### config.mk
export PLATFORM = sky130hd
export DESIGN_NAME = clr_ctrl
export DESIGN_NICKNAME = d
export VERILOG_FILES = /design/src/clr_fifo.v /design/src/clr_ctrl.v
export VERILOG_INCLUDE_DIRS = /design/src
export SDC_FILE = /design/constraint.sdc
export NUM_CORES = 2
export LEC_CHECK = 0
export BUFFER_PORTS_ARGS = -buffer_cell sky130_fd_sc_hd__buf_4
export CAP_MARGIN = 5
export CELL_PAD_IN_SITES_DETAIL_PLACEMENT = 1
export CELL_PAD_IN_SITES_GLOBAL_PLACEMENT = 1
export CORE_MARGIN = 2
export CORE_UTILIZATION = 57
export CTS_BUF_LIST = sky130_fd_sc_hd__clkbuf_16
export CTS_CLUSTER_SIZE = 8
export DETAILED_ROUTE_END_ITERATION = 12
export PLACE_DENSITY = 0.88
export SYNTH_ARGS = -nofsm -noshare
export SYNTH_HDL_FRONTEND = slang
export SYNTH_HIERARCHICAL = 1
export SYNTH_SLANG_ARGS = --single-unit
export TNS_END_PERCENT = 30
### constraint.sdc
create_clock -name clk_sys -period 7.6 [get_ports clk_sys]
set_input_delay 0 -clock clk_sys [delete_from_list [all_inputs] [get_ports clk_sys]]
set_output_delay 0 -clock clk_sys [all_outputs]
set_load 0.02 [all_outputs]
### src/clr_map.vh
// constants shared by the character display ram access block
`ifndef CLR_MAP_VH
`define CLR_MAP_VH

// clock period and execution times; cycle counts are sized to fit the 13-bit timers at 10 ns
`define CLR_CLK_NS 10
`define CLR_T_INSTR_NS 39000
`define CLR_T_DATA_NS 43000
`define CLR_T_INSTR_CYC 13'h0F3C
`define CLR_T_DATA_CYC 13'h10CC

// text ram address ranges
`define CLR_ONE_LAST 7'h4F
`define CLR_ROW1_FIRST 7'h00
`define CLR_ROW1_LAST 7'h27
`define CLR_ROW2_FIRST 7'h40
`define CLR_ROW2_LAST 7'h67

// instruction field positions
`define CLR_B_TEXT 7
`define CLR_B_GLYPH 6
`define CLR_B_FUNC 5
`define CLR_B_SHIFT 4
`define CLR_B_ENTRY 2
`define CLR_B_DL 4
`define CLR_B_N 3
`define CLR_B_SC 3
`define CLR_B_RL 2
`define CLR_B_ID 1

// reset values
`define CLR_DL_RST 1'b1
`define CLR_N_RST 1'b0
`define CLR_ID_RST 1'b1
`define CLR_AC_RST 7'h00

// write buffer shape
`define CLR_FIFO_W 16
`define CLR_FIFO_D 4
`define CLR_FIFO_AW 2

`endif

### src/clr_fifo.v
// small synchronous fifo carrying pending ram writes
`default_nettype none

module clr_fifo #(
    parameter WIDTH = 16,
    parameter DEPTH = 4,
    parameter AW = 2
) (
    // clock and reset
    input wire clk_sys,
    input wire rst_n,
    // fill side
    input wire in_valid,
    output wire in_ready,
    input wire [WIDTH-1:0] in_data,
    // drain side
    output wire out_valid,
    input wire out_ready,
    output wire [WIDTH-1:0] out_data
);

    reg [WIDTH-1:0] mem [0:DEPTH-1];
    reg [AW-1:0] wr_ptr_reg;
    reg [AW-1:0] rd_ptr_reg;
    reg [AW:0] count_reg;
    wire push;
    wire pop;

    // full and empty come straight from the occupancy count
    assign in_ready = (count_reg != DEPTH[AW:0]);
    assign out_valid = (count_reg != {(AW+1){1'b0}});
    assign out_data = mem[rd_ptr_reg];
    assign push = in_valid & in_ready;
    assign pop = out_valid & out_ready;

    // storage has no reset; only the pointers and the count need a defined state
    always @(posedge clk_sys)
    begin
        if (push)
        begin
            mem[wr_ptr_reg] <= in_data;
        end
    end

    // pointer and count update
    always @(posedge clk_sys or negedge rst_n)
    begin
        if (!rst_n)
        begin
            wr_ptr_reg <= {AW{1'b0}};
            rd_ptr_reg <= {AW{1'b0}};
            count_reg <= {(AW+1){1'b0}};
        end
        else
        begin
            if (push)
            begin
                wr_ptr_reg <= wr_ptr_reg + {{(AW-1){1'b0}}, 1'b1};
            end
            if (pop)
            begin
                rd_ptr_reg <= rd_ptr_reg + {{(AW-1){1'b0}}, 1'b1};
            end
            if (push & ~pop)
            begin
                count_reg <= count_reg + {{AW{1'b0}}, 1'b1};
            end
            else if (pop & ~push)
            begin
                count_reg <= count_reg - {{AW{1'b0}}, 1'b1};
            end
        end
    end

endmodule // clr_fifo

`default_nettype wire

### src/clr_ctrl.v
// character display controller: address set, busy/address read and ram data access
//
// Summary of operation
// - write, select low, bits 7..6 = 01: load six-bit glyph address into counter
// - write, select low, bit 7 high: load seven-bit text address into counter
// - one-row mode: text addresses run 00 to 4F
// - two-row mode: row one 00 to 27, row two 40 to 67
// - read, select low: busy on line 7, address counter on lines 6..0
// - data write stores byte into ram chosen by last address set
// - counter steps by one after each data write, per entry direction
// - data read returns byte from ram chosen by last address set
// - first read without prior address set is invalid; host discards it
// - cursor shift in text ram reloads output data register like a text address set
// - counter steps by one after each data read, per entry direction
// - display shift after glyph read is not guaranteed
// - read after write returns previously latched data, not new address
// - entry direction high increments, low decrements; glyph ram alike
// - bus width bit low: each byte moves as two four-bit transfers
`include "clr_map.vh"
`default_nettype none

module clr_ctrl #(
    parameter [12:0] DATA_CYC = `CLR_T_DATA_CYC
) (
    // clock and reset
    input wire clk_sys,
    input wire rst_n,
    // host bus pins
    input wire reg_select_line,
    input wire rw_line,
    input wire enable_line,
    input wire [7:0] db_in,
    output reg [7:0] db_out,
    output wire db_oe_n,
    // status
    output wire busy_flag,
    output wire [6:0] addr_counter,
    output wire glyph_sel,
    output wire entry_inc,
    output wire two_line,
    output wire bus_width_bit
);

    localparam [12:0] INSTR_CYC = `CLR_T_INSTR_CYC;

    // pin synchronisers: stage one is read only by stage two
    reg rs_s1_reg;
    reg rs_s2_reg;
    reg rw_s1_reg;
    reg rw_s2_reg;
    reg e_s1_reg;
    reg e_s2_reg;
    reg e_s3_reg;
    reg [7:0] db_s1_reg;
    reg [7:0] db_s2_reg;

    // control state
    reg [6:0] ac_reg;
    reg glyph_reg;
    reg inc_reg;
    reg two_reg;
    reg dl_reg;
    reg phase_reg;
    reg [3:0] hi_reg;
    reg [7:0] rd_latch_reg;
    reg prefetch_reg;
    reg [12:0] instr_cnt_reg;
    reg [12:0] wr_cnt_reg;

    // ram arrays
    reg [7:0] text_ram [0:127];
    reg [7:0] glyph_ram [0:63];

    wire e_rise;
    wire e_fall;
    wire byte_done;
    wire [7:0] byte_val;
    wire instr_busy;
    wire [7:0] rd_val;
    wire fifo_in_valid;
    wire fifo_in_ready;
    wire [15:0] fifo_in_data;
    wire fifo_out_valid;
    wire fifo_out_ready;
    wire [15:0] fifo_out_data;

    // one step of the counter, wrapping inside the valid ranges
    function [6:0] clr_step;
        input [6:0] a;
        input inc;
        input glyph;
        input two;
        begin
            if (glyph)
            begin
                clr_step = {1'b0, (inc ? a[5:0] + 6'h01 : a[5:0] - 6'h01)};
            end
            else if (!two)
            begin
                if (inc)
                    clr_step = (a >= `CLR_ONE_LAST) ? 7'h00 : a + 7'h01;
                else
                    clr_step = (a == 7'h00 || a > `CLR_ONE_LAST) ? `CLR_ONE_LAST : a - 7'h01;
            end
            else if (inc)
            begin
                if (a == `CLR_ROW1_LAST)
                    clr_step = `CLR_ROW2_FIRST;
                else if (a >= `CLR_ROW2_LAST)
                    clr_step = `CLR_ROW1_FIRST;
                else
                    clr_step = a + 7'h01;
            end
            else
            begin
                if (a == `CLR_ROW2_FIRST)
                    clr_step = `CLR_ROW1_LAST;
                else if (a == `CLR_ROW1_FIRST || a > `CLR_ROW2_LAST)
                    clr_step = `CLR_ROW2_LAST;
                else
                    clr_step = a - 7'h01;
            end
        end
    endfunction

    // pins come from the host's domain, so two flops before use
    always @(posedge clk_sys or negedge rst_n)
    begin
        if (!rst_n)
        begin
            rs_s1_reg <= 1'b0;
            rs_s2_reg <= 1'b0;
            rw_s1_reg <= 1'b0;
            rw_s2_reg <= 1'b0;
            e_s1_reg <= 1'b0;
            e_s2_reg <= 1'b0;
            e_s3_reg <= 1'b0;
            db_s1_reg <= 8'h00;
            db_s2_reg <= 8'h00;
        end
        else
        begin
            rs_s1_reg <= reg_select_line;
            rs_s2_reg <= rs_s1_reg;
            rw_s1_reg <= rw_line;
            rw_s2_reg <= rw_s1_reg;
            e_s1_reg <= enable_line;
            e_s2_reg <= e_s1_reg;
            e_s3_reg <= e_s2_reg;
            db_s1_reg <= db_in;
            db_s2_reg <= db_s1_reg;
        end
    end

    // strobe edges seen after synchronisation
    assign e_rise = e_s2_reg & ~e_s3_reg;
    assign e_fall = e_s3_reg & ~e_s2_reg;

    // a byte is complete on every strobe in wide mode, every second in narrow mode
    assign byte_done = e_fall & (dl_reg | phase_reg);
    assign byte_val = dl_reg ? db_s2_reg : {hi_reg, db_s2_reg[7:4]};

    // busy covers a running instruction and a full write buffer
    assign instr_busy = (instr_cnt_reg != 13'h0000);
    assign busy_flag = instr_busy | ~fifo_in_ready;

    // value presented for a read: status word or the latched data byte
    assign rd_val = rs_s2_reg ? rd_latch_reg : {busy_flag, ac_reg};

    // data writes queue with their target ram and address
    assign fifo_in_valid = byte_done & rs_s2_reg & ~rw_s2_reg & ~instr_busy;
    assign fifo_in_data = {glyph_reg, ac_reg, byte_val};
    assign fifo_out_ready = (wr_cnt_reg == 13'h0000);

    // drive the data lines only while the host reads with the strobe high
    assign db_oe_n = ~(rw_s2_reg & e_s2_reg);

    // status outputs
    assign addr_counter = ac_reg;
    assign glyph_sel = glyph_reg;
    assign entry_inc = inc_reg;
    assign two_line = two_reg;
    assign bus_width_bit = dl_reg;

    // read data is captured on the rising strobe; narrow mode sends upper nibble first
    always @(posedge clk_sys or negedge rst_n)
    begin
        if (!rst_n)
        begin
            db_out <= 8'h00;
        end
        else if (e_rise & rw_s2_reg)
        begin
            if (dl_reg)
                db_out <= rd_val;
            else if (!phase_reg)
                db_out <= {rd_val[7:4], 4'h0};
            else
                db_out <= {rd_val[3:0], 4'h0};
        end
    end

    // nibble pairing; the phase advances on every falling strobe in narrow mode
    always @(posedge clk_sys or negedge rst_n)
    begin
        if (!rst_n)
        begin
            phase_reg <= 1'b0;
            hi_reg <= 4'h0;
        end
        else if (e_fall & ~dl_reg)
        begin
            phase_reg <= ~phase_reg;
            if (!phase_reg)
                hi_reg <= db_s2_reg[7:4];
        end
    end

    // instruction decode, counter stepping and prefetch request
    always @(posedge clk_sys or negedge rst_n)
    begin
        if (!rst_n)
        begin
            ac_reg <= `CLR_AC_RST;
            glyph_reg <= 1'b0;
            inc_reg <= `CLR_ID_RST;
            two_reg <= `CLR_N_RST;
            dl_reg <= `CLR_DL_RST;
            prefetch_reg <= 1'b0;
            instr_cnt_reg <= 13'h0000;
        end
        else
        begin
            prefetch_reg <= 1'b0;
            if (instr_busy)
                instr_cnt_reg <= instr_cnt_reg - 13'h0001;
            if (byte_done & ~rs_s2_reg & ~rw_s2_reg & ~instr_busy)
            begin
                // commands arriving while an instruction runs are dropped; the host must poll first
                instr_cnt_reg <= INSTR_CYC;
                if (byte_val[`CLR_B_TEXT])
                begin
                    ac_reg <= byte_val[6:0];
                    glyph_reg <= 1'b0;
                    prefetch_reg <= 1'b1;
                end
                else if (byte_val[`CLR_B_GLYPH])
                begin
                    ac_reg <= {1'b0, byte_val[5:0]};
                    glyph_reg <= 1'b1;
                    prefetch_reg <= 1'b1;
                end
                else if (byte_val[`CLR_B_FUNC])
                begin
                    dl_reg <= byte_val[`CLR_B_DL];
                    two_reg <= byte_val[`CLR_B_N];
                end
                else if (byte_val[`CLR_B_SHIFT])
                begin
                    // only a cursor shift moves the counter; display shift leaves it
                    if (!byte_val[`CLR_B_SC])
                    begin
                        ac_reg <= clr_step(ac_reg, byte_val[`CLR_B_RL], glyph_reg, two_reg);
                        prefetch_reg <= ~glyph_reg;
                    end
                end
                else if (byte_val[`CLR_B_ENTRY])
                begin
                    inc_reg <= byte_val[`CLR_B_ID];
                end
            end
            else if (fifo_in_valid & fifo_in_ready)
            begin
                // after a write the counter moves on but no new byte is fetched
                ac_reg <= clr_step(ac_reg, inc_reg, glyph_reg, two_reg);
            end
            else if (byte_done & rs_s2_reg & rw_s2_reg)
            begin
                ac_reg <= clr_step(ac_reg, inc_reg, glyph_reg, two_reg);
                prefetch_reg <= 1'b1;
                instr_cnt_reg <= DATA_CYC;
            end
        end
    end

    // output data register; holds zero from reset until the first fetch
    always @(posedge clk_sys or negedge rst_n)
    begin
        if (!rst_n)
        begin
            rd_latch_reg <= 8'h00;
        end
        else if (prefetch_reg)
        begin
            // without an address set the first read returns this stale value
            if (glyph_reg)
                rd_latch_reg <= glyph_ram[ac_reg[5:0]];
            else
                rd_latch_reg <= text_ram[ac_reg];
        end
    end

    // write drain timer paces the ram updates and lets the buffer fill
    always @(posedge clk_sys or negedge rst_n)
    begin
        if (!rst_n)
        begin
            wr_cnt_reg <= 13'h0000;
        end
        else if (fifo_out_valid & fifo_out_ready)
        begin
            wr_cnt_reg <= DATA_CYC;
        end
        else if (wr_cnt_reg != 13'h0000)
        begin
            wr_cnt_reg <= wr_cnt_reg - 13'h0001;
        end
    end

    // ram update from the head of the write buffer
    always @(posedge clk_sys)
    begin
        if (fifo_out_valid & fifo_out_ready)
        begin
            if (fifo_out_data[15])
                glyph_ram[fifo_out_data[13:8]] <= fifo_out_data[7:0];
            else
                text_ram[fifo_out_data[14:8]] <= fifo_out_data[7:0];
        end
    end

    // pending data writes
    clr_fifo #(
        .WIDTH(`CLR_FIFO_W),
        .DEPTH(`CLR_FIFO_D),
        .AW(`CLR_FIFO_AW)
    ) u_fifo (
        .clk_sys(clk_sys),
        .rst_n(rst_n),
        .in_valid(fifo_in_valid),
        .in_ready(fifo_in_ready),
        .in_data(fifo_in_data),
        .out_valid(fifo_out_valid),
        .out_ready(fifo_out_ready),
        .out_data(fifo_out_data)
    );

endmodule // clr_ctrl

`default_nettype wire

# Word-level counts from Yosys, hierarchy flattened
# Memories as Yosys holds them, arrays and structs flattened.
# Index checks and enable logic that the tools add are counted.
# W data, S select, Z words.
op_classes:
  addsub: 10
  n_lt_le_gt_ge: 4
  eq_ne: 6
  n_mux: 55
  bitwise_logic: 35
  n_reduce_logical: 16
op_table:
  columns: ["op", "n"]
  rows:
  - ["$mux W7", 22]
  - ["$mux W13", 6]
  - ["$mux W8", 5]
  - ["$reduce_bool A13 Y1", 2]
  - ["$sub A13 B1 Y13 const B", 2]
  - ["$mux W1", 18]
  - ["$and A1 B1 Y1", 17]
  - ["$not A1 Y1", 16]
  - ["$ge A7 B7 Y1 const B", 2]
  - ["$gt A7 B7 Y1 const B", 2]
  - ["$logic_not A13 Y1", 1]
  - ["$mux W6", 2]
  - ["$ne A4 B4 Y1 const B", 3]
  - ["$reduce_and A4 Y1", 2]
  - ["$add A7 B1 Y7 const B", 1]
  - ["$eq A7 B6 Y1 const B", 1]
  - ["$eq A7 B7 Y1 const B", 1]
  - ["$logic_not A7 Y1", 1]
  - ["$sub A7 B1 Y7 const B", 1]
  - ["$add A6 B1 Y6 const B", 1]
  - ["$mux W3", 2]
  - ["$reduce_and A6 Y1", 1]
  - ["$reduce_bool A2 Y1", 3]
  - ["$reduce_bool A3 Y1", 2]
  - ["8 further kinds", 12]
word_totals:
  reg_bits: 89
  ramBits: 1600
  in_bits: 13
  output_inout_bits: 21
  elab_cells: 153
  n_memories: 3
mem_list:
  columns: ["memory", "words", "word_bits", "read_ports", "rd_clocked_by_memory_dff", "write_ports", "line", "source"]
  rows:
  - ["text_ram", 128, 8, 1, 0, 1, "clr_ctrl.v:71", "reg [7:0] text_ram [0:127];"]
  - ["glyph_ram", 64, 8, 1, 0, 1, "clr_ctrl.v:72", "reg [7:0] glyph_ram [0:63];"]
  - ["u_fifo.mem", 4, 16, 1, 0, 1, "clr_fifo.v:22", "reg [WIDTH-1:0] mem [0:DEPTH-1];"]

# Logic depth before layout (Yosys ltp)
depth:
  word_depth: 13
  depth_mapped: 15
  mapped_depth_nobuf: 13

# By module
# Netlist, hierarchy kept.
by_module_without_submodules:
  columns: ["module", "instances", "cells_per_inst", "area_each_um2", "seq_area_each_um2"]
  rows:
  - ["clr_ctrl", 1, 3345, 64551.9, 48178.7]
  - ["clr_fifo", 1, 119, 2760.1, 2097.0]

# Worst setup path before layout
# Ideal clock, no wire load.
synth_path:
  path_kind: "flip-flop to flip-flop"
  from: "reg u_fifo.rd_ptr_reg[1]"
  to: "mem glyph_ram[0][6] (data pin)"
  setup_time_ps: 694
  t_arrival_ps: 3186
  required_time_ps: 6906
  setup_slack_ps: 3720
  stages_incl_launch_ff: 4
  n_path_buf: 2
  period_less_slack_ps: 3880
  path_cell_list: "dfrtp_1 -> buf_2 -> buf_2 -> mux4_1"
synth_between:
  elab_chain_cells: 1
synth_rtl:
  columns: ["item", "line", "source"]
  rows:
  - ["start: declaration", "clr_fifo.v:24", "reg [AW-1:0] rd_ptr_reg;"]
  - ["start signal: assignment", "clr_fifo.v:51", "rd_ptr_reg <= {AW{1'b0}};"]
  - ["start signal: assignment", "clr_fifo.v:62", "rd_ptr_reg <= rd_ptr_reg + {{(AW-1){1'b0}}, 1'b1};"]
  - ["$mem_v2 Z4 W16", null, null]
  - ["net fifo_out_data[6]", "clr_ctrl.v:85", "wire [15:0] fifo_out_data;"]
  - ["end: declaration", "clr_ctrl.v:72", null]
# The timed path passes the listed nets, and every way through them passes these cells.

# Final worst setup path
layout_path:
  from: "reg ac_reg[2], in the netlist addr_counter[2]"
  to: "reg rd_latch_reg[5]"
layout_between:
  elab_chain_cells: 2
  word_cells_on_any_way: 3
  classes_between: "mux (1); memory (2)"
layout_rtl:
  columns: ["item", "line", "source"]
  rows:
  - ["start: declaration", "clr_ctrl.v:58", "reg [6:0] ac_reg;"]
  - ["start signal: assignment", "clr_ctrl.v:224", "ac_reg <= `CLR_AC_RST;"]
  - ["start signal: assignment", "clr_ctrl.v:243", "ac_reg <= byte_val[6:0];"]
  - ["start signal: assignment", "clr_ctrl.v:249", "ac_reg <= {1'b0, byte_val[5:0]};"]
  - ["$mem_v2 Z128 W8 / $mem_v2 Z64 W8 (equally long branches)", null, null]
  - ["$mux W8 (*)", "clr_ctrl.v:296", "if (glyph_reg)"]
  - ["end signal: assignment", "clr_ctrl.v:297", "rd_latch_reg <= glyph_ram[ac_reg[5:0]];"]
  - ["end signal: assignment", "clr_ctrl.v:299", "rd_latch_reg <= text_ram[ac_reg];"]
  - ["end: declaration", "clr_ctrl.v:65", "reg [7:0] rd_latch_reg;"]
# Every way passes the cells marked *; elsewhere a longest branch is shown, timed or not.
# A chain may end at the register's enable or synchronous reset.

==> flow_summary_export.csv <==
group,metric,value,unit
grt,grt_pass1_vias,40834,
sta,worst_slew_pin_slew,1532,ps
place,dp.final_hpwl,115000,um
grt,grt_pass1_wl,315800,um
pwr,switching_share,34.28,%
yosys,syn_avg_cell_area,19.43,um^2
sta,min_period,5063,ps
critical_path,critPathKind,"reg -> reg",
yosys,syn_area,67310,um^2
run_status,status,"finished with violations",
drt,drt-pass1-iter-count,9,
pwr,pwr-share-clk,32.3,%
critical_path,critical_path_required,8240,ps
critical_path,cp_max_fo,45,
yosys,ys_warn_count,6,
place,gp_congestion,0.9408,
clock_network,clkLatencyLatePin,860,ps
yosys,synth_fp_nets,3488,
critical_path,end_kind,"flop",
drt,drt_iter0_drc,7592,
clock_network,cts_made_buffers,229,
floorplanning,initial_core_util,57.23,%
drt,routedWlPerCell,42.54,um
cells_and_area,final_common_cell,"edfxtp_1",
clock_network,numClockSinks,1689,
critical_path,crit_start,"addr_counter[2]",
cells_and_area,nFillCells,9430,
sta,finalHoldViolations,0,
drt,drc,0,
sta,skew,50.66,ps
grt,grt_use_total,37.29,%
clock_network,clk_path_buf_depth,3,
run,drv_cap,1,
clock_network,cts_tree,"yes",
cells_and_area,layout_common_cells,"edfxtp_1, mux4_2, nor2_1",
critical_path,critPathMostFrequentCell,"buf_4",
floorplanning,io-pin-count,34,
drt,vias_per_cell,7.657,
yosys,synth-edff-count,1600,
floorplanning,std_cell_rows,126,
cells_and_area,largest_reg_flops,1024,
clock_network,cts_setup_buffers,0,
critical_path,reg2reg_from,"addr_counter[2]",
clock_network,cts-root-buf,"clkbuf_16",
pwr,p_int,19080,uW
drt,routed_wl,222200,um
grt,antenna_found_initial,18,
yosys,synth_cells,3464,
floorplanning,die_area,120900,um^2
worst_hold_path,min_path_type,"in -> async",
grt,grt_max_degree,193,
sta,slew_violations,15,
cells_and_area,fin_nets,3634,
critical_path,path_depth,8,
clock_network,h-tree-depth,4,
sta,setup_tns,0,ps
yosys,seq_area_frac_synth,74.69,%
pwr,comb_power_share,28.7,%
grt,grt-ovfl-total,0,
critical_path,worstPathCellList,"buf_4, inv_6, buf_4, mux4_2, nor2_1, a31oi_1, a2111oi_0, a211oi_1",
pwr,powerDensity,383.7,nW/um^2
sta,rsz0062_at_grt,"no",
sta,relSlewSlack,-2.134,%
floorplanning,core_area,117600,um^2
critical_path,r2r_cells,8,
critical_path,critical_path_arrival,5700,ps
cells_and_area,layout-drive-gt1-share,21.75,%
yosys,synth-main-ff-cell,"edfxtp_1",
critical_path,cpPeakStageDelay,1100,ps
sta,fmax,197.5,MHz
pwr,peakVddDrop,271.5,uV
sta,fin_ws,2537,ps
critical_path,cp_slowest_cell,"a2111oi_0",
critical_path,r2r-end,"rd_latch_reg[5]",
sta,setup_viol,0,
place,io_buffers,33,
pwr,p_leak,0.02396,uW
floorplanning,die_w,347.6,um
critical_path,r2r_setup_slack,2540,ps
pwr,pwr-share-seq,39.0,%
pwr,switching_power,9949,uW
yosys,async_flop_share,5.269,%
yosys,ys_types,91,
run_status,violations,"capacitance limit, slew limit",
sta,finalCritPeriodShare,66.62,%
floorplanning,die_h,347.6,um
yosys,ys_ff_latch,1689,
drt,antenna_left,0,
drt,vias,39990,
critical_path,cp-start-kind,"flop",
clock_network,path_clk_slew,70,ps
cells_and_area,layout-area-overhead-vs-synth,12.36,%
critical_path,cp.buffers_inverters,3,
place,pre_cts_ws,2882,ps
critical_path,critical_path.top_delay_family,"buffers and inverters",
sta,hold_ws,254.9,ps
critical_path,endpoint,"rd_latch_reg[5]",
==> power by group through the flow <==
stage	registers, uW	logic [uW]	clock network [uW]
floorplan	11400	4800	0
global placement	11500	7250	0
detailed placement	11500	7570	0
CTS	11300	7930	9330
global route	11300	8370	9610
finish	11300	8330	9360
==> metal layers <==
| layer | wire, um | global-route usage [%] | up-vias |
|---|---|---|---|
| met3 | 31050 | 12.73 | 1132 |
| li1 | - | - | 14395 |
| met5 | 207 | 0.4002 | - |
| met2 | 102300 | 56.24 | 4318 |
| met4 | 16300 | 22.86 | 24 |
| met1 | 72390 | 47.01 | 20121 |
==> Yosys cell counts, types with 26 or more instances <==
master / count / area [um^2]
mux2_2: 34 / 382.9
nand2_1: 131 / 491.7
inv_1: 26 / 97.59
a22oi_1: 34 / 255.2
nor2_1: 263 / 987.2
nand3_1: 52 / 260.3
buf_2: 52 / 260.3
clkbuf_1: 102 / 382.9
mux4_2: 360 / 8108
dfrtp_1: 87 / 2177
a21oi_1: 53 / 265.3
mux2i_1: 172 / 1722
o22ai_1: 26 / 162.7
buf_1: 26 / 97.59
o21ai_0: 47 / 235.2
edfxtp_1: 1600 / 48050
==> worst min path at each step <==
| stage | to | cells after the start |
|---|---|---|
| 6_report | rd_latch_reg[3] | 4 |
| 5_1_grt | addr_counter[2] | 4 |
| 2_1_floorplan | addr_counter[0] | 0 |
| 4_1_cts | rd_latch_reg[3] | 4 |
| 3_3_place_gp | db_s2_reg[1] | 1 |
| 3_5_place_dp | db_s1_reg[1] | 1 |
==> worst register-to-register path, delay by kind of cell (launching register included) <==
kind,cells,cell delay [ps]
multiplexers,1,770
flip-flops,1,700
buffers and inverters,3,1720
AND/OR/NAND/NOR,1,220
AO/OA/AOI/OAI,3,1460
==> cell type report <==
cell class / count / area (um^2) / area share [%]
Sequential cell: 1689 / 50290 / 66.49
Multi-Input combinational cell: 1539 / 15950 / 21.08
Tap cell: 1536 / 1922 / 2.541
Clock buffer: 231 / 5781 / 7.643
Antenna cell: 9 / 22.52 / 0.02978
Timing Repair Buffer: 123 / 1135 / 1.500
Inverter: 28 / 110.1 / 0.1456
Clock inverter: 68 / 425.4 / 0.5625
==> stage by stage <==
stage	instances	utilization, %	total power, uW	area, um^2
4_1_cts	5211	64.27	28560	75590
3_5_place_dp	4887	58.77	19040	69120
5_1_grt	5216	64.30	29310	75620
3_3_place_gp	4887	58.77	18700	69120
6_report	5223	64.31	29020	75630
2_1_floorplan	3464	-	16190	67310
==> cells by family after synthesis <==
| family | Yosys count | share of synthesized area (%) |
|---|---|---|
| AO/OA/AOI/OAI | 332 | 3.565 |
| XOR/XNOR | 28 | 0.3643 |
| buffers and inverters | 236 | 1.654 |
| flip-flops | 1689 | 74.69 |
| AND/OR/NAND/NOR | 594 | 4.026 |
| adder cells (fa/ha/maj) | 11 | 0.2156 |
| multiplexers | 574 | 15.48 |
==> timing repair <==
action,CTS,global route
endpoints found under the hold margin,98,0
gates resized for setup,0,0
hold buffers,25,0
Note: power is estimated with default switching activity, not from simulation.
